`src/hdl/nv_store_pkg.sv`:
```
// Package for the non-volatile byte store controller: data-memory map, control
// field layout, reset values and cycle counts.
// Assumes a byte-wide special-function data bus with a 9-bit address (sector bit plus byte).
package nv_store_pkg;

   // ------------------------------------------------------------
   // Store geometry
   // ------------------------------------------------------------
   localparam int NV_DEPTH = 64;
   localparam int NV_ADDR_W = 6;
   localparam int DATA_W = 8;
   localparam int BUS_ADDR_W = 9;

   // ------------------------------------------------------------
   // Direct data-memory map, sector 0 (sector bit is address bit 8)
   // ------------------------------------------------------------
   localparam logic [8:0] ADDR_INDIRECT_PORT1 = 9'h002;
   localparam logic [8:0] ADDR_POINTER1_LOW = 9'h003;
   localparam logic [8:0] ADDR_POINTER1_HIGH = 9'h004;
   localparam logic [8:0] ADDR_POINTER2_LOW = 9'h005;
   localparam logic [8:0] ADDR_POINTER2_HIGH = 9'h006;
   localparam logic [8:0] ADDR_NV_BYTE_ADDRESS = 9'h01e;
   localparam logic [8:0] ADDR_NV_BYTE_DATA = 9'h01f;

   // ------------------------------------------------------------
   // Control register, reached only through pointer 1
   // ------------------------------------------------------------
   localparam logic [7:0] NV_CONTROL_OFFSET = 8'h40;
   localparam logic [7:0] NV_CONTROL_SECTOR = 8'h01;
   localparam logic [15:0] NV_CONTROL_TARGET = {NV_CONTROL_SECTOR, NV_CONTROL_OFFSET};

   // ------------------------------------------------------------
   // Control fields and reset values
   // ------------------------------------------------------------
   localparam int WRITE_ENABLE_BIT = 3;
   localparam int WRITE_TRIGGER_BIT = 2;
   localparam int READ_ENABLE_BIT = 1;
   localparam int READ_TRIGGER_BIT = 0;
   localparam logic [7:0] NV_CONTROL_RESET = 8'h00;
   localparam logic [7:0] NV_BYTE_ADDRESS_RESET = 8'h00;
   localparam logic [7:0] NV_BYTE_DATA_RESET = 8'h00;
   localparam logic [7:0] POINTER_RESET = 8'h00;
   localparam logic [7:0] UNMAPPED_READ = 8'h00;

   // ------------------------------------------------------------
   // Cycle counts (no duration is fixed for either cycle)
   // ------------------------------------------------------------
   localparam int TIMER_W = 12;
   localparam int READ_CYCLES_DEFAULT = 4;
   localparam int WRITE_CYCLES_DEFAULT = 1000;

endpackage

```
`src/hdl/nv_cycle_timer.sv`:
```
// Cycle timer that paces one read or write of the byte store.
// Assumes start arrives only while idle and cycles is at least one.
`timescale 1ns/10ps
module nv_cycle_timer #(
   parameter int WIDTH = nv_store_pkg::TIMER_W
) (
   // Clock and reset
   input wire logic clk,
   input wire logic rst,
   input wire logic ce,
   // Control
   input wire logic start,
   input wire logic abort,
   input wire logic [WIDTH-1:0] cycles,
   // Status
   output logic busy,
   output logic done
);
   import nv_store_pkg::*;

   typedef struct packed {
      logic [WIDTH-1:0] count;
      logic busy;
      logic done;
   } timer_state_t;

   timer_state_t s;
   timer_state_t next_s;

   always_comb begin
      next_s = s;
      next_s.done = 1'b0;
      if (abort) begin
         next_s.busy = 1'b0;
         next_s.count = '0;
      end else if (start && !s.busy) begin
         next_s.busy = 1'b1;
         next_s.count = cycles;
      end else if (s.busy) begin
         if (s.count <= WIDTH'(1)) begin
            next_s.busy = 1'b0;
            next_s.done = 1'b1;
            next_s.count = '0;
         end else begin
            next_s.count = s.count - WIDTH'(1);
         end
      end
   end

   always_ff @(posedge clk or posedge rst) begin
      if (rst) begin
         s <= '0;
      end else if (ce) begin
         s <= next_s;
      end
   end

   assign busy = s.busy;
   assign done = s.done;
endmodule

```
`src/hdl/nv_store_ctrl.sv`:
```
// Controller for a 64-byte non-volatile data store reached through address,
// data and control registers on the processor's byte-wide data bus.
// Assumes one bus access per cycle, synchronous inputs, and that the interrupt
// controller handles the vector request, stack and flag service outside.
//
// Contract
// - Address register holds six bits; the top two read as zero.
// - Eight-bit data register holds write byte or read result, resets zero.
// - Write trigger is ignored unless write enable was already set.
// - Write trigger clears itself when the write cycle ends.
// - Read trigger is ignored unless read enable was already set.
// - Read trigger clears at read end; fetched byte then sits in data.
// - Read data stays in the data register until the next operation.
// - Write enable low blocks every write; it resets low.
// - Read enable low blocks every read; it resets low.
// - Write cycles are timed by their own timer, not software cycles.
// - Write end sets the write-done flag and the shared request flag.
// - Vector only with all three enables set and stack not full.
// - Servicing clears only the shared flag; software clears write-done.
// - Both pointer pairs reset to zero, leaving control unreachable.
// - Store holds 64 bytes of eight bits, one byte per operation.
`timescale 1ns/10ps
module nv_store_ctrl #(
   parameter int DEPTH = nv_store_pkg::NV_DEPTH,
   parameter int READ_CYCLES = nv_store_pkg::READ_CYCLES_DEFAULT,
   parameter int WRITE_CYCLES = nv_store_pkg::WRITE_CYCLES_DEFAULT
) (
   // Clock, reset and freeze
   input wire logic clk,
   input wire logic rst,
   input wire logic ce,
   // Data-memory bus
   input wire logic [nv_store_pkg::BUS_ADDR_W-1:0] bus_addr,
   input wire logic bus_wr,
   input wire logic bus_rd,
   input wire logic [nv_store_pkg::DATA_W-1:0] bus_wdata,
   output logic [nv_store_pkg::DATA_W-1:0] bus_rdata,
   // Interrupt side
   input wire logic global_irq_enable,
   input wire logic write_done_irq_enable,
   input wire logic multi_irq_enable,
   input wire logic stack_full,
   input wire logic irq_serviced,
   input wire logic write_done_irq_clear,
   output logic write_done_irq_flag,
   output logic multi_irq_flag,
   output logic irq_request,
   // Power mode and status
   input wire logic sleep_mode,
   output logic nv_busy
);
   import nv_store_pkg::*;

   // ------------------------------------------------------------
   // Types and state
   // ------------------------------------------------------------
   typedef enum logic [2:0] {
      ST_IDLE = 3'b001,
      ST_READ = 3'b010,
      ST_WRITE = 3'b100
   } op_state_t;

   typedef struct packed {
      op_state_t fsm;
      logic [NV_ADDR_W-1:0] byte_addr;
      logic [DATA_W-1:0] byte_data;
      logic write_enable_bit;
      logic write_trigger;
      logic read_enable_bit;
      logic read_trigger;
      logic [7:0] pointer1_low;
      logic [7:0] pointer1_high;
      logic [7:0] pointer2_low;
      logic [7:0] pointer2_high;
      logic [NV_ADDR_W-1:0] op_addr;
      logic [DATA_W-1:0] op_data;
      logic done_flag;
      logic multi_flag;
      logic [DATA_W-1:0] rdata;
   } ctrl_state_t;

   ctrl_state_t s;
   ctrl_state_t next_s;

   // The store itself keeps no reset: its contents survive power cycles
   logic [DATA_W-1:0] mem [0:DEPTH-1];
   logic mem_we;
   logic timer_start;
   logic timer_abort;
   logic [TIMER_W-1:0] timer_cycles;
   logic timer_busy;
   logic timer_done;
   logic control_hit;
   logic [7:0] control_view;
   // Direct register selects
   logic hit_byte_address;
   logic hit_byte_data;
   logic hit_pointer1_low;
   logic hit_pointer1_high;
   logic hit_pointer2_low;
   logic hit_pointer2_high;

   // ------------------------------------------------------------
   // Cycle timer
   // ------------------------------------------------------------
   nv_cycle_timer #(
      .WIDTH(TIMER_W)
   ) i_nv_cycle_timer (
      .clk(clk),
      .rst(rst),
      .ce(ce),
      .start(timer_start),
      .abort(timer_abort),
      .cycles(timer_cycles),
      .busy(timer_busy),
      .done(timer_done)
   );

   // ------------------------------------------------------------
   // Direct decode
   // ------------------------------------------------------------
   // One decode per register keeps the write and read paths in step
   always_comb begin
      hit_byte_address = (bus_addr == ADDR_NV_BYTE_ADDRESS);
      hit_byte_data = (bus_addr == ADDR_NV_BYTE_DATA);
      hit_pointer1_low = (bus_addr == ADDR_POINTER1_LOW);
      hit_pointer1_high = (bus_addr == ADDR_POINTER1_HIGH);
      hit_pointer2_low = (bus_addr == ADDR_POINTER2_LOW);
      hit_pointer2_high = (bus_addr == ADDR_POINTER2_HIGH);
   end

   // ------------------------------------------------------------
   // Indirect decode and control view
   // ------------------------------------------------------------
   // Control appears only behind indirect port 1 with the pointer at its target
   always_comb begin
      control_hit = (bus_addr == ADDR_INDIRECT_PORT1) &&
         ({s.pointer1_high, s.pointer1_low} == NV_CONTROL_TARGET);
      control_view = NV_CONTROL_RESET;
      control_view[WRITE_ENABLE_BIT] = s.write_enable_bit;
      control_view[WRITE_TRIGGER_BIT] = s.write_trigger;
      control_view[READ_ENABLE_BIT] = s.read_enable_bit;
      control_view[READ_TRIGGER_BIT] = s.read_trigger;
   end

   // ------------------------------------------------------------
   // Next state
   // ------------------------------------------------------------
   always_comb begin
      next_s = s;
      mem_we = 1'b0;
      timer_start = 1'b0;
      timer_abort = 1'b0;
      timer_cycles = '0;

      // Register writes
      if (bus_wr) begin
         if (hit_byte_address) begin
            next_s.byte_addr = bus_wdata[NV_ADDR_W-1:0];
         end
         if (hit_byte_data) begin
            next_s.byte_data = bus_wdata;
         end
         if (hit_pointer1_low) begin
            next_s.pointer1_low = bus_wdata;
         end
         if (hit_pointer1_high) begin
            next_s.pointer1_high = bus_wdata;
         end
         // Pointer 2 is plain storage; only pointer 1 reaches the control register
         if (hit_pointer2_low) begin
            next_s.pointer2_low = bus_wdata;
         end
         if (hit_pointer2_high) begin
            next_s.pointer2_high = bus_wdata;
         end
         if (control_hit) begin
            next_s.write_enable_bit = bus_wdata[WRITE_ENABLE_BIT];
            next_s.read_enable_bit = bus_wdata[READ_ENABLE_BIT];
            // Enables are judged on their old value, so one write cannot arm and fire
            if (s.fsm == ST_IDLE) begin
               if (bus_wdata[WRITE_TRIGGER_BIT] && s.write_enable_bit) begin
                  next_s.write_trigger = 1'b1;
                  next_s.fsm = ST_WRITE;
                  next_s.op_addr = s.byte_addr;
                  next_s.op_data = s.byte_data;
                  timer_start = 1'b1;
                  timer_cycles = TIMER_W'(WRITE_CYCLES);
               end else if (bus_wdata[READ_TRIGGER_BIT] && s.read_enable_bit) begin
                  next_s.read_trigger = 1'b1;
                  next_s.fsm = ST_READ;
                  next_s.op_addr = s.byte_addr;
                  timer_start = 1'b1;
                  timer_cycles = TIMER_W'(READ_CYCLES);
               end
            end
         end
      end

      // Cycle completion and abort on sleep
      unique case (s.fsm)
         ST_IDLE: begin
         end
         ST_READ: begin
            if (sleep_mode) begin
               // Early sleep loses the read; data register keeps its old byte
               timer_abort = 1'b1;
               next_s.read_trigger = 1'b0;
               next_s.fsm = ST_IDLE;
            end else if (timer_done) begin
               next_s.byte_data = mem[s.op_addr];
               next_s.read_trigger = 1'b0;
               next_s.fsm = ST_IDLE;
            end
         end
         ST_WRITE: begin
            if (sleep_mode) begin
               timer_abort = 1'b1;
               next_s.write_trigger = 1'b0;
               next_s.fsm = ST_IDLE;
            end else if (timer_done) begin
               mem_we = 1'b1;
               next_s.write_trigger = 1'b0;
               next_s.fsm = ST_IDLE;
            end
         end
      endcase

      // Flags: a set in the clearing cycle wins
      next_s.done_flag = (s.done_flag && !write_done_irq_clear) || mem_we;
      next_s.multi_flag = (s.multi_flag && !irq_serviced) || mem_we;

      // Registered read data
      if (bus_rd) begin
         if (hit_byte_address) begin
            next_s.rdata = {{(DATA_W-NV_ADDR_W){1'b0}}, s.byte_addr};
         end else if (hit_byte_data) begin
            next_s.rdata = s.byte_data;
         end else if (hit_pointer1_low) begin
            next_s.rdata = s.pointer1_low;
         end else if (hit_pointer1_high) begin
            next_s.rdata = s.pointer1_high;
         end else if (hit_pointer2_low) begin
            next_s.rdata = s.pointer2_low;
         end else if (hit_pointer2_high) begin
            next_s.rdata = s.pointer2_high;
         end else if (control_hit) begin
            next_s.rdata = control_view;
         end else begin
            next_s.rdata = UNMAPPED_READ;
         end
      end
   end

   // ------------------------------------------------------------
   // Registers
   // ------------------------------------------------------------
   always_ff @(posedge clk or posedge rst) begin
      if (rst) begin
         s.fsm <= ST_IDLE;
         s.byte_addr <= NV_BYTE_ADDRESS_RESET[NV_ADDR_W-1:0];
         s.byte_data <= NV_BYTE_DATA_RESET;
         s.write_enable_bit <= NV_CONTROL_RESET[WRITE_ENABLE_BIT];
         s.write_trigger <= NV_CONTROL_RESET[WRITE_TRIGGER_BIT];
         s.read_enable_bit <= NV_CONTROL_RESET[READ_ENABLE_BIT];
         s.read_trigger <= NV_CONTROL_RESET[READ_TRIGGER_BIT];
         s.pointer1_low <= POINTER_RESET;
         s.pointer1_high <= POINTER_RESET;
         s.pointer2_low <= POINTER_RESET;
         s.pointer2_high <= POINTER_RESET;
         s.op_addr <= '0;
         s.op_data <= '0;
         s.done_flag <= 1'b0;
         s.multi_flag <= 1'b0;
         s.rdata <= UNMAPPED_READ;
      end else if (ce) begin
         s <= next_s;
      end
   end

   always_ff @(posedge clk) begin
      if (ce && mem_we) begin
         mem[s.op_addr] <= s.op_data;
      end
   end

   // ------------------------------------------------------------
   // Outputs
   // ------------------------------------------------------------
   assign bus_rdata = s.rdata;
   assign write_done_irq_flag = s.done_flag;
   assign multi_irq_flag = s.multi_flag;
   assign irq_request = global_irq_enable && write_done_irq_enable && multi_irq_enable &&
      s.multi_flag && !stack_full;
   // Busy also covers the edge between timer end and the state's return to idle
   assign nv_busy = (s.fsm != ST_IDLE) || timer_busy;
endmodule

```
`config.mk`:
```
export PLATFORM = sky130hd
export DESIGN_NAME = nv_store_ctrl
export DESIGN_NICKNAME = d
export VERILOG_FILES = /design/src/hdl/nv_store_pkg.sv /design/src/hdl/nv_cycle_timer.sv /design/src/hdl/nv_store_ctrl.sv
export SDC_FILE = /design/constraint.sdc
export NUM_CORES = 1
export LEC_CHECK = 0
export BUFFER_PORTS_ARGS = -buffer_cell sky130_fd_sc_hd__buf_2
export CAP_MARGIN = 25
export CELL_PAD_IN_SITES_DETAIL_PLACEMENT = 0
export CELL_PAD_IN_SITES_GLOBAL_PLACEMENT = 1
export CORE_MARGIN = 2
export CORE_UTILIZATION = 58
export DETAILED_ROUTE_END_ITERATION = 10
export HOLD_SLACK_MARGIN = 0.06
export PLACE_DENSITY_LB_ADDON = 0.1
export SLEW_MARGIN = 5
export SYNTH_ARGS = -nofsm -noshare
export SYNTH_HDL_FRONTEND = slang
export SYNTH_SLANG_ARGS = --single-unit
```
`constraint.sdc`:
```
create_clock -name clk -period 7.5 [get_ports clk]
set_input_delay 0.375 -clock clk [delete_from_list [all_inputs] [get_ports clk]]
set_output_delay 0.375 -clock clk [all_outputs]
set_load 0.03 [all_outputs]
```
==> impl_metrics.csv, run 1 <==
group,metric,value,unit
cts,worstSkewPairLatency,0.63,ns
floorplan,fp-row-count,75,
synthesis,ys_seq_area_frac,0.712,
global_route,overflow,0,
sta,finalSetupTns,0,ns
floorplan,initial_utilization,0.590,
synthesis,synth_cell_types,78,
final_layout,seqCellArea,0.0177,mm²
synthesis,netlist_area,0.0248,mm²
global_route,antenna_found_initial,0,
worst_setup_path,start_kind,"register",
flow_run,cap_viol_max_count,0,
drt,viasPerCell,6.71,
cts,hold_buffers,3,
drt,first_pass_iters,5,
cts,cts.path.max_buffers,3,
cts,cts_tree,"done",
drt,wl,65200,µm
pwr,ir_worst_vdd,0.273,mV
worst_setup_path,crit_path_end_kind,"register",
synthesis,synth_top_family_by_area,"multiplexers",
sta,fin_crit,4.19,ns
synthesis,syn-num-nets,1579,
placement,portBuffers,40,
synthesis,synth-adder-area-share,0.00101,
global_route,grt_pass1_wl,96300,µm
final_layout,multi_input_area,0.00663,mm²
synthesis,ys.flop_type,"edfxtp_1",
sta,fin_skew,0.0200,ns
sta,setup_viol,0,
synthesis,synth_mux_area_frac,0.116,
synthesis,synth_simple_gate_area_frac,0.0671,
final_layout,num_antenna_cells,0,
worst_setup_path,arrival,4.67,ns
hold_path,hp-class,"input port to register",
floorplan,coreArea,0.0420,mm²
drt,wl_per_cell,30.1,µm
worst_setup_path,crit_type,"register to register",
sta,clock.fmax,0.239,GHz
sta,grt_setup_unrepaired,"false",
final_layout,nFillCells,3005,
placement,dpl.hpwl,40400,µm
global_route,track_usage,0.300,
sta,drv_slew,0,
synthesis,async_flop_share,0.151,
floorplan,io_pins,41,
global_route,first_global_vias,14400,
cts,clockRootBuffer,"clkbuf_16",
cts,cts_buffers,59,
drt,route.antenna.remaining_nets,0,
final_layout,syn2layout_area_growth,10.6,%
floorplan,chipHeight,211,µm
global_route,grt_max_degree,100,
cts,cts_num_sinks,603,
drt,drtIter0Drc,1848,
sta,slew_headroom,0.270,
synthesis,synth_edf_count,512,
final_layout,post-route-util,0.652,
pwr,power_per_cell_area,241,mW/mm²
sta,hold_viol_final,0,
worst_setup_path,path_max_fanout,45,
sta,final.period_utilization,0.559,
synthesis,syn-mean-instance-area,16.0,µm²
drt,route.detailed.drc,0,
cts,clk_pin_slew,0.07,ns
cts,post_cts_buffers,0,
synthesis,syn_inst,1548,
floorplan,fp.dieW,211,µm
sta,worst_pin_slew,1.09,ns
synthesis,synth_seq_cells,603,
cts,htree_levels,2,
placement,gp_congestion,0.918,
run_status,status,"finished, final reports clean",
synthesis,yosys_warnings,0,
synthesis,synth_compound_area_frac,0.0830,
final_layout,final_layout_size_suffix_gt1_frac,0.165,
final_layout,layout.nets,1611,
worst_setup_path,worst_ep_required_time,7.98,ns
synthesis,synth_xor_area_frac,0.000353,
cts,post_cts_resized,0,
pwr,p_leak,10.5,nW
drt,vias,14500,
floorplan,dieArea,0.0444,mm²
## registers in the layout (all words and copies together), names as in the netlist
signal and count:
mem 512, s 63, i_nv_cycle_timer.s 12, bus_rdata 8
control_view 4, i_nv_cycle_timer.busy 1, i_nv_cycle_timer.done 1, multi_irq_flag 1
write_done_irq_flag 1
## synth_stat cells, types with 5 or more instances
library cell | instances | area, µm²
nor4b_1 | 6 | 52.6
o2bb2ai_1 | 6 | 52.6
a21oi_1 | 41 | 205
and2_1 | 10 | 62.6
dfrtp_1 | 90 | 2250
nor2_1 | 117 | 439
nand2b_1 | 17 | 106
mux2_2 | 29 | 327
nor3_1 | 15 | 75.1
inv_1 | 12 | 45.0
nor3b_1 | 5 | 37.5
or3_1 | 7 | 43.8
mux2_1 | 70 | 788
edfxtp_1 | 512 | 15400
buf_2 | 37 | 185
clkbuf_1 | 42 | 158
a22o_1 | 7 | 61.3
buf_4 | 10 | 75.1
o31ai_1 | 7 | 52.6
a22oi_1 | 38 | 285
nand3b_1 | 7 | 52.6
buf_1 | 8 | 30.0
or2_1 | 5 | 31.3
a221oi_1 | 35 | 307
and3b_1 | 7 | 61.3
nor2b_1 | 12 | 75.1
a221o_1 | 10 | 100
o21ai_1 | 31 | 155
o21ai_0 | 20 | 100
mux4_2 | 52 | 1170
nand2_1 | 67 | 251
a211oi_1 | 7 | 52.6
nor4_1 | 10 | 62.6
o22ai_1 | 33 | 206
nand3_1 | 23 | 115
a31oi_1 | 10 | 62.6
nand4_1 | 7 | 43.8
mux2i_1 | 59 | 591
o22a_1 | 5 | 43.8
## power breakdown
| part | internal, mW | switching (mW) |
|---|---|---|
| logic | 0.0291 | 0.0580 |
| registers | 3.60 | 0.00961 |
| clock network | 1.65 | 1.25 |
| total | 5.28 | 1.32 |
## worst paths after layout
kind,startpoint,endpoint,slack (ns),cells after the start
max,s[19],s[63],3.31,8
min,bus_wdata[6],s[38],0.09,2
max reg2reg,s[19],s[63],3.31,8
min reg2reg,bus_rdata[7],bus_rdata[7],0.48,2
max in group asynchronous,rst,s[20],6.38,5
min in group asynchronous,rst,i_nv_cycle_timer.s[8],0.24,3
## worst max-delay path: stages, from the launching register on
cell,delay [ns]
dfrtp_4,0.72
buf_4,0.56
buf_4,0.67
inv_2,0.52
a221oi_1,0.49
o22ai_1,0.19
nand2_1,0.13
nor4b_1,0.58
o21ai_1,0.11
## cell type report
type / instances / share of cell area
timing repair buffer: 68 / 0.0170
clock inverter: 35 / 0.00977
clock buffer: 75 / 0.0598
tap: 539 / 0.0246
multi-input combinational: 833 / 0.242
inverter: 15 / 0.00210
sequential: 603 / 0.645
## placed cells by master (no fill, tap or decap), types with 8 or more instances in the layout
| master | count |
|---|---|
| a31oi_1 | 10 |
| clkinv_1 | 9 |
| dfrtp_1 | 79 |
| a221o_1 | 10 |
| nand2b_1 | 17 |
| nor2b_1 | 12 |
| mux2_1 | 70 |
| edfxtp_1 | 512 |
| and2_1 | 10 |
| nor3_1 | 15 |
| mux2_2 | 29 |
| nand2_1 | 67 |
| o21ai_0 | 20 |
| clkbuf_1 | 9 |
| a21oi_1 | 41 |
| nor2_1 | 116 |
| inv_1 | 11 |
| clkbuf_16 | 62 |
| nand3_1 | 23 |
| nor4_1 | 10 |
| a221oi_1 | 35 |
| mux4_2 | 52 |
| o21ai_1 | 31 |
| a22oi_1 | 38 |
| o22ai_1 | 33 |
| buf_4 | 19 |
| mux2i_1 | 59 |
| buf_2 | 40 |
| clkinv_2 | 17 |
| dfrtp_2 | 8 |
## per-stage QoR
| step | hold WS [ns] | instances | setup WS, ns | instance area [µm²] | total power [mW] |
|---|---|---|---|---|---|
| after global placement | 0.337 | 2050 | 3.30 | 25400 | 3.76 |
| after CTS | 0.0832 | 2167 | 3.39 | 27400 | 6.63 |
| after global routing | 0.0924 | 2168 | 3.17 | 27400 | 6.75 |
| final | 0.0869 | 2168 | 3.31 | 27400 | 6.60 |
| after detailed placement | 0.336 | 2054 | 3.39 | 25400 | 3.77 |
| after floorplan | 0.450 | 1548 | 4.76 | 24800 | 3.73 |
## per-layer routing
metal  wire length (µm)  global-route usage  part of all wire
met1              25700               0.409              0.39
met2              31500               0.484              0.48
met3               5370              0.0513             0.082
met4               2650               0.129             0.041
met5                  0                   0                 0
## cell families after synthesis
group / after synthesis
flip-flops: 603
buffers and inverters: 112
AO/OA/AOI/OAI: 289
AND/OR/NAND/NOR: 331
multiplexers: 210
adder cells (fa/ha/maj): 2
XOR/XNOR: 1
Power figures use the tool's default switching activity.
==> run 2: changes to the inputs <==
- CORE_UTILIZATION: 58 -> 54
- clock period: 7.5 -> 3.95 ns (I/O delays scaled with it)
==> run 2 against run 1 <==
Hold slack better by 0.094 ns. Non-clock buffer count increased by 91. Wire length rose by 3.2%. Clock power up 94%. First-iteration DRC count fell by 0.97%. Final area grew 3.0%. Clock-buffer cell count down 2. Sequential share of layout area shrank 1.9 points. Critical endpoint is now s[60]. Highest routed layer unchanged.
==> impl_metrics.csv, run 2 (synthesis results as in run 1) <==
group,metric,value,unit
run_status,status,"finished, final reports clean",
pwr,power_per_cell_area,448,mW/mm²
worst_setup_path,worst_ep_required_time,4.45,ns
drt,vias,14900,
worst_setup_path,crit_type,"register to register",
sta,slew_headroom,0.248,
floorplan,chipHeight,218,µm
pwr,ir_worst_vdd,0.373,mV
cts,clockRootBuffer,"clkbuf_16",
sta,final.period_utilization,0.820,
final_layout,final_cell_mix,"512 x edfxtp_1, 115 x nor2_1, 97 x buf_4",
cts,cts_tree,"done",
final_layout,final_layout_size_suffix_gt1_frac,0.199,
global_route,grt_max_degree,66,
drt,viasPerCell,6.40,
cts,worstSkewPairLatency,0.63,ns
cts,clk_pin_slew,0.06,ns
placement,gp_congestion,0.910,
final_layout,num_antenna_cells,0,
drt,route.antenna.remaining_nets,0,
cts,cts_buffers,60,
final_layout,nFillCells,3394,
cts,cts_num_sinks,603,
global_route,overflow,0,
drt,wl,67300,µm
floorplan,fp-row-count,78,
drt,route.detailed.drc,0,
floorplan,fp.dieW,218,µm
drt,drtIter0Drc,1830,
global_route,antenna_found_initial,0,
cts,htree_levels,2,
worst_setup_path,start_kind,"register",
worst_setup_path,crit_path_end_kind,"register",
final_layout,layout_commonest_cell,"edfxtp_1",
global_route,grt_pass1_wl,99300,µm
final_layout,top_register,"mem",
sta,drv_slew,0,
sta,finalSetupTns,0,ns
hold_path,hp-class,"input port to register",
placement,dpl.hpwl,42900,µm
worst_setup_path,path_max_fanout,33,
drt,first_pass_iters,5,
final_layout,top_regs,"mem: 512 flops, s: 63 flops, i_nv_cycle_timer.s: 12 flops",
sta,fin_crit,3.24,ns
sta,worst_pin_slew,1.13,ns
cts,post_cts_resized,0,
final_layout,layout.nets,1703,
floorplan,coreArea,0.0454,mm²
global_route,first_global_vias,14900,
final_layout,syn2layout_area_growth,13.9,%
final_layout,instances_no_fill,2321,
cts,cts.path.max_buffers,3,
placement,portBuffers,40,
final_layout,largest_reg_flops,512,
drt,wl_per_cell,29.0,µm
pwr,p_leak,10.9,nW
sta,fin_skew,0.0226,ns
floorplan,io_pins,41,
sta,grt_setup_unrepaired,"false",
floorplan,initial_utilization,0.546,
flow_run,cap_viol_max_count,0,
sta,setup_viol,0,
sta,hold_viol_final,0,
floorplan,dieArea,0.0476,mm²
sta,clock.fmax,0.309,GHz
placement,dp_cells,2191,
global_route,track_usage,0.288,
worst_setup_path,arrival,3.74,ns
[run 2: cell count changes in the layout (fill, tap and decap cells not counted), sizes merged]
| cell | change |
|---|---|
| inv | +1 |
| clkinv | -5 |
| buf | +76 |
| clkbuf | -2 |
| bufinv | +3 |
| dlygate4sd3 | +15 |
| clkinvlp | +4 |
[run 2: worst paths after layout]
kind	startpoint	endpoint	slack, ns	depth (start not counted)
worst min-delay path	bus_wr	i_nv_cycle_timer.s[9]	0.18	4
max in group asynchronous	rst	s[14]	2.79	4
min in group asynchronous	rst	i_nv_cycle_timer.s[3]	0.23	3
worst max register to register	s[19]	s[60]	0.71	6
worst min register to register	write_done_irq_flag	write_done_irq_flag	0.49	1
worst max-delay path	s[19]	s[60]	0.71	6
[run 2: final cells by class]
type,count,area (µm²),share of cell area
clock buffer,73,1570,0.0557
clock inverter,38,364,0.0129
inverter,15,57.6,0.00204
multi-input combinational,833,6640,0.235
sequential,603,17700,0.626
tap,600,751,0.0266
timing repair buffer,159,1170,0.0416
[run 2: timing repair]
action,in CTS,in global routing
hold endpoints to repair,93,0
setup buffers,0,0
setup endpoints to repair,0,0
hold buffers,18,0
[run 2: critical path, cell delays in order (launching register included)]
cell and delay, ns:
dfrtp_4 0.84, and2_1 0.97, a22oi_1 0.20, and3_1 0.24, nor4_1 0.54, nand4b_1 0.17, o21a_1 0.14
[run 2: routing by layer]
layer | part of all wire | track usage
met5 | 0 | 0
met1 | 0.40 | 0.392
met3 | 0.087 | 0.0543
met2 | 0.47 | 0.457
met4 | 0.042 | 0.125
[run 2: per-stage QoR]
| step | power (mW) | area (µm²) | hold slack [ns] | setup slack (ns) | utilization |
|---|---|---|---|---|---|
| floorplan | 7.09 | 24800 | 0.329 | 1.26 | - |
| global placement | 7.15 | 26100 | 0.344 | 0.615 | 0.575 |
| detailed placement | 7.15 | 26100 | 0.347 | 0.525 | 0.575 |
| CTS | 12.7 | 28200 | 0.153 | 0.506 | 0.622 |
| global route | 13.0 | 28200 | 0.212 | 0.723 | 0.622 |
| finish | 12.7 | 28200 | 0.181 | 0.711 | 0.622 |
[run 2: power breakdown]
part	switching, mW	internal, mW	total (mW)
Clock	2.41	3.22	5.63
Combinational	0.110	0.0626	0.173
Sequential	0.0186	6.84	6.86
==> run 3: changes to the inputs <==
- ABC_AREA: not set -> 1
- CORE_UTILIZATION: 54 -> 45
- clock period: 3.95 -> 2.9 ns (I/O delays scaled with it)
==> run 3 against run 2 <==
Clock-buffer cell count increased by 9. Utilization down 10 points. Synthesized cell count grew 76%. Combinational power rose to 5.8 times the previous value. Hold slack got worse by 0.10 ns. Final area increased by 8.9%. Maximum frequency up 24%. Sequential cell count unchanged. Non-clock buffer count is 28 higher.
==> impl_metrics.csv, run 3 <==
group,metric,value,unit
synthesis,synth_edf_count,512,
cts,clockRootBuffer,"clkbuf_16",
floorplan,coreArea,0.0589,mm²
synthesis,syn_inst,2726,
final_layout,instances_no_fill,3659,
global_route,grt_max_degree,101,
drt,wl,74500,µm
synthesis,synth_top_area_frac,0.573,
final_layout,largest_reg_flops,512,
synthesis,ys.flop_type,"edfxtp_1",
worst_setup_path,start_kind,"register",
cts,htree_levels,3,
final_layout,layout_commonest_cell,"nand2_1",
placement,gp_congestion,0.879,
final_layout,top_regs,"mem: 512 flops, s: 63 flops, i_nv_cycle_timer.s: 12 flops",
drt,route.antenna.remaining_nets,0,
worst_setup_path,cp_common_cell,"nand2_1",
drt,wl_per_cell,20.3,µm
run_status,status,"finished, final reports clean",
cts,worstSkewPairLatency,0.60,ns
worst_setup_path,rr_worst_depth,13,
final_layout,num_antenna_cells,0,
synthesis,async_flop_share,0.151,
final_layout,final_cell_mix,"1274 x nand2_1, 512 x edfxtp_1, 167 x nor2_1",
final_layout,nFillCells,5285,
sta,slew_headroom,0.469,
pwr,p_leak,11.9,nW
worst_setup_path,worst_ep_required_time,3.43,ns
placement,dp_cells,3527,
pwr,ir_worst_vdd,0.492,mV
cts,cts.path.max_buffers,3,
global_route,grt_pass1_wl,113000,µm
synthesis,syn-mean-instance-area,9.84,µm²
floorplan,initial_utilization,0.455,
sta,grt_setup_unrepaired,"false",
floorplan,fp-row-count,89,
global_route,antenna_found_initial,1,
final_layout,design_area,0.0307,mm²
global_route,first_global_vias,18400,
sta,fin_crit,2.62,ns
floorplan,chipHeight,248,µm
final_layout,syn2layout_area_growth,14.7,%
synthesis,netlist_area,0.0268,mm²
sta,final.period_utilization,0.902,
synthesis,synth_seq_cells,603,
sta,hold_viol_final,0,
worst_setup_path,path_max_fanout,44,
synthesis,ys_seq_area_frac,0.658,
floorplan,dieArea,0.0615,mm²
cts,cts_buffers,67,
global_route,track_usage,0.246,
placement,post_dp_cell_area,0.0285,mm²
sta,setup_viol,0,
placement,dpl.hpwl,46300,µm
drt,route.detailed.drc,0,
floorplan,fp.dieW,248,µm
worst_setup_path,max_stage_delay,0.64,ns
cts,clk_pin_slew,0.06,ns
floorplan,io_pins,41,
synthesis,netlist_top_cells_count,"1274 x nand2_1, 512 x edfxtp_1, 167 x nor2_1, 136 x nand4_1, 100 x inv_1",
sta,finalSetupTns,0,ns
sta,hold_slack,0.0770,ns
synthesis,syn-num-nets,2757,
cts,cts_tree,"done",
sta,fin_skew,0.0261,ns
sta,clock.fmax,0.382,GHz
synthesis,synth_cell_types,43,
hold_path,hp-class,"input port to asynchronous set/reset pin",
placement,portBuffers,40,
worst_setup_path,crit_slowest_cell,"dfrtp_4",
sta,drv_slew,0,
worst_setup_path,crit_path_end_kind,"register",
pwr,p_total,18.7,mW
cts,post_cts_resized,0,
cts,cts_num_sinks,603,
synthesis,yosys_warnings,0,
worst_setup_path,arrival,3.15,ns
global_route,overflow,0,
final_layout,layout.nets,2874,
synthesis,yosys-top-cells-area,"edfxtp_1 57%, nand2_1 18%, dfrtp_1 8.4%",
final_layout,top_register,"mem",
final_layout,final_layout_size_suffix_gt1_frac,0.114,
drt,vias,19200,
flow_run,cap_viol_max_count,0,
synthesis,yosysTopAreaCell,"edfxtp_1",
worst_setup_path,crit_chain,"inv_8 -> buf_12 -> buf_4 -> nand2_1 -> nand2_1 -> nand2_1 -> nand2_1 -> nand2_1 -> a21oi_1 -> nor2_1 -> nand3_1 -> nand2_1 -> nand2_1",
drt,first_pass_iters,5,
sta,worst_pin_slew,0.797,ns
drt,drtIter0Drc,1513,
synthesis,synth.most_common_cell,"nand2_1",
pwr,power_per_cell_area,610,mW/mm²
drt,viasPerCell,5.26,
worst_setup_path,crit_type,"register to register",
==> run 3: changes by cell type after synthesis, moves of 50 or more <==
| cell | delta |
|---|---|
| mux2i_1 | -59 |
| nand2_1 | +1207 |
| inv_1 | +88 |
| nor2_1 | +50 |
| nand4_1 | +129 |
| mux4_2 | -52 |
| mux2_1 | -70 |
==> run 3: final timing paths <==
kind / start / endpoint / slack [ns]
min in group clk: bus_addr[4] / bus_rdata[7] / 0.20
max reg2reg: s[18] / s[61] / 0.28
min reg2reg: bus_rdata[6] / bus_rdata[6] / 0.49
max: s[18] / s[61] / 0.28
max in group asynchronous: rst / s[14] / 2.05
min: rst / i_nv_cycle_timer.s[12] / 0.08
==> run 3: stage by stage <==
stage / setup WS (ns) / utilization
finish: 0.284 / 0.522
global route: 0.148 / 0.522
CTS: 0.289 / 0.522
detailed placement: 0.310 / 0.483
global placement: 0.312 / 0.483
floorplan: 0.393 / -
==> run 3: critical path, delay by kind of cell (launching register included) <==
kind / cells / cell delay (ns)
buffers and inverters: 3 / 0.85
flip-flops: 1 / 0.64
AND/OR/NAND/NOR: 9 / 0.74
AO/OA/AOI/OAI: 1 / 0.30
==> run 3: area by class of cell <==
type / instances / area, µm² / share of cell area
Clock buffer: 82 / 1790 / 0.0581
Tap cell: 773 / 967 / 0.0315
Inverter: 116 / 457 / 0.0149
Sequential cell: 603 / 17700 / 0.575
Timing Repair Buffer: 187 / 1570 / 0.0510
Clock inverter: 30 / 298 / 0.00969
Multi-Input combinational cell: 1868 / 8000 / 0.260
==> run 3: metal layers <==
| metal | vias up | routed length, µm | track usage |
|---|---|---|---|
| li1 | 9329 | - | - |
| met1 | 9223 | 34200 | 0.355 |
| met2 | 546 | 33700 | 0.377 |
| met3 | 133 | 4210 | 0.0433 |
| met4 | 2 | 2340 | 0.0807 |
| met5 | - | 18 | 0 |
==> run 3: what timing repair did <==
item                       CTS  global route
setup buffers                0             0
hold buffers                20             0
setup endpoints to repair    0             0
hold endpoints to repair   148             0
==> run 3: report_power, final <==
group / internal [mW] / switching, mW
logic: 0.381 / 0.628
clock network: 4.88 / 3.35
registers: 9.39 / 0.109
==> run 3: kinds of logic (layout without fill, tap and decap cells) <==
| logic type | after synthesis | count (layout) | share of synthesized area |
|---|---|---|---|
| AND/OR/NAND/NOR | 1677 | 1677 | 0.259 |
| flip-flops | 603 | 603 | 0.658 |
| buffers and inverters | 255 | 415 | 0.0432 |
| AO/OA/AOI/OAI | 181 | 181 | 0.0353 |
| XOR/XNOR | 8 | 8 | 0.00261 |
| adder cells (fa/ha/maj) | 2 | 2 | 0.000933 |
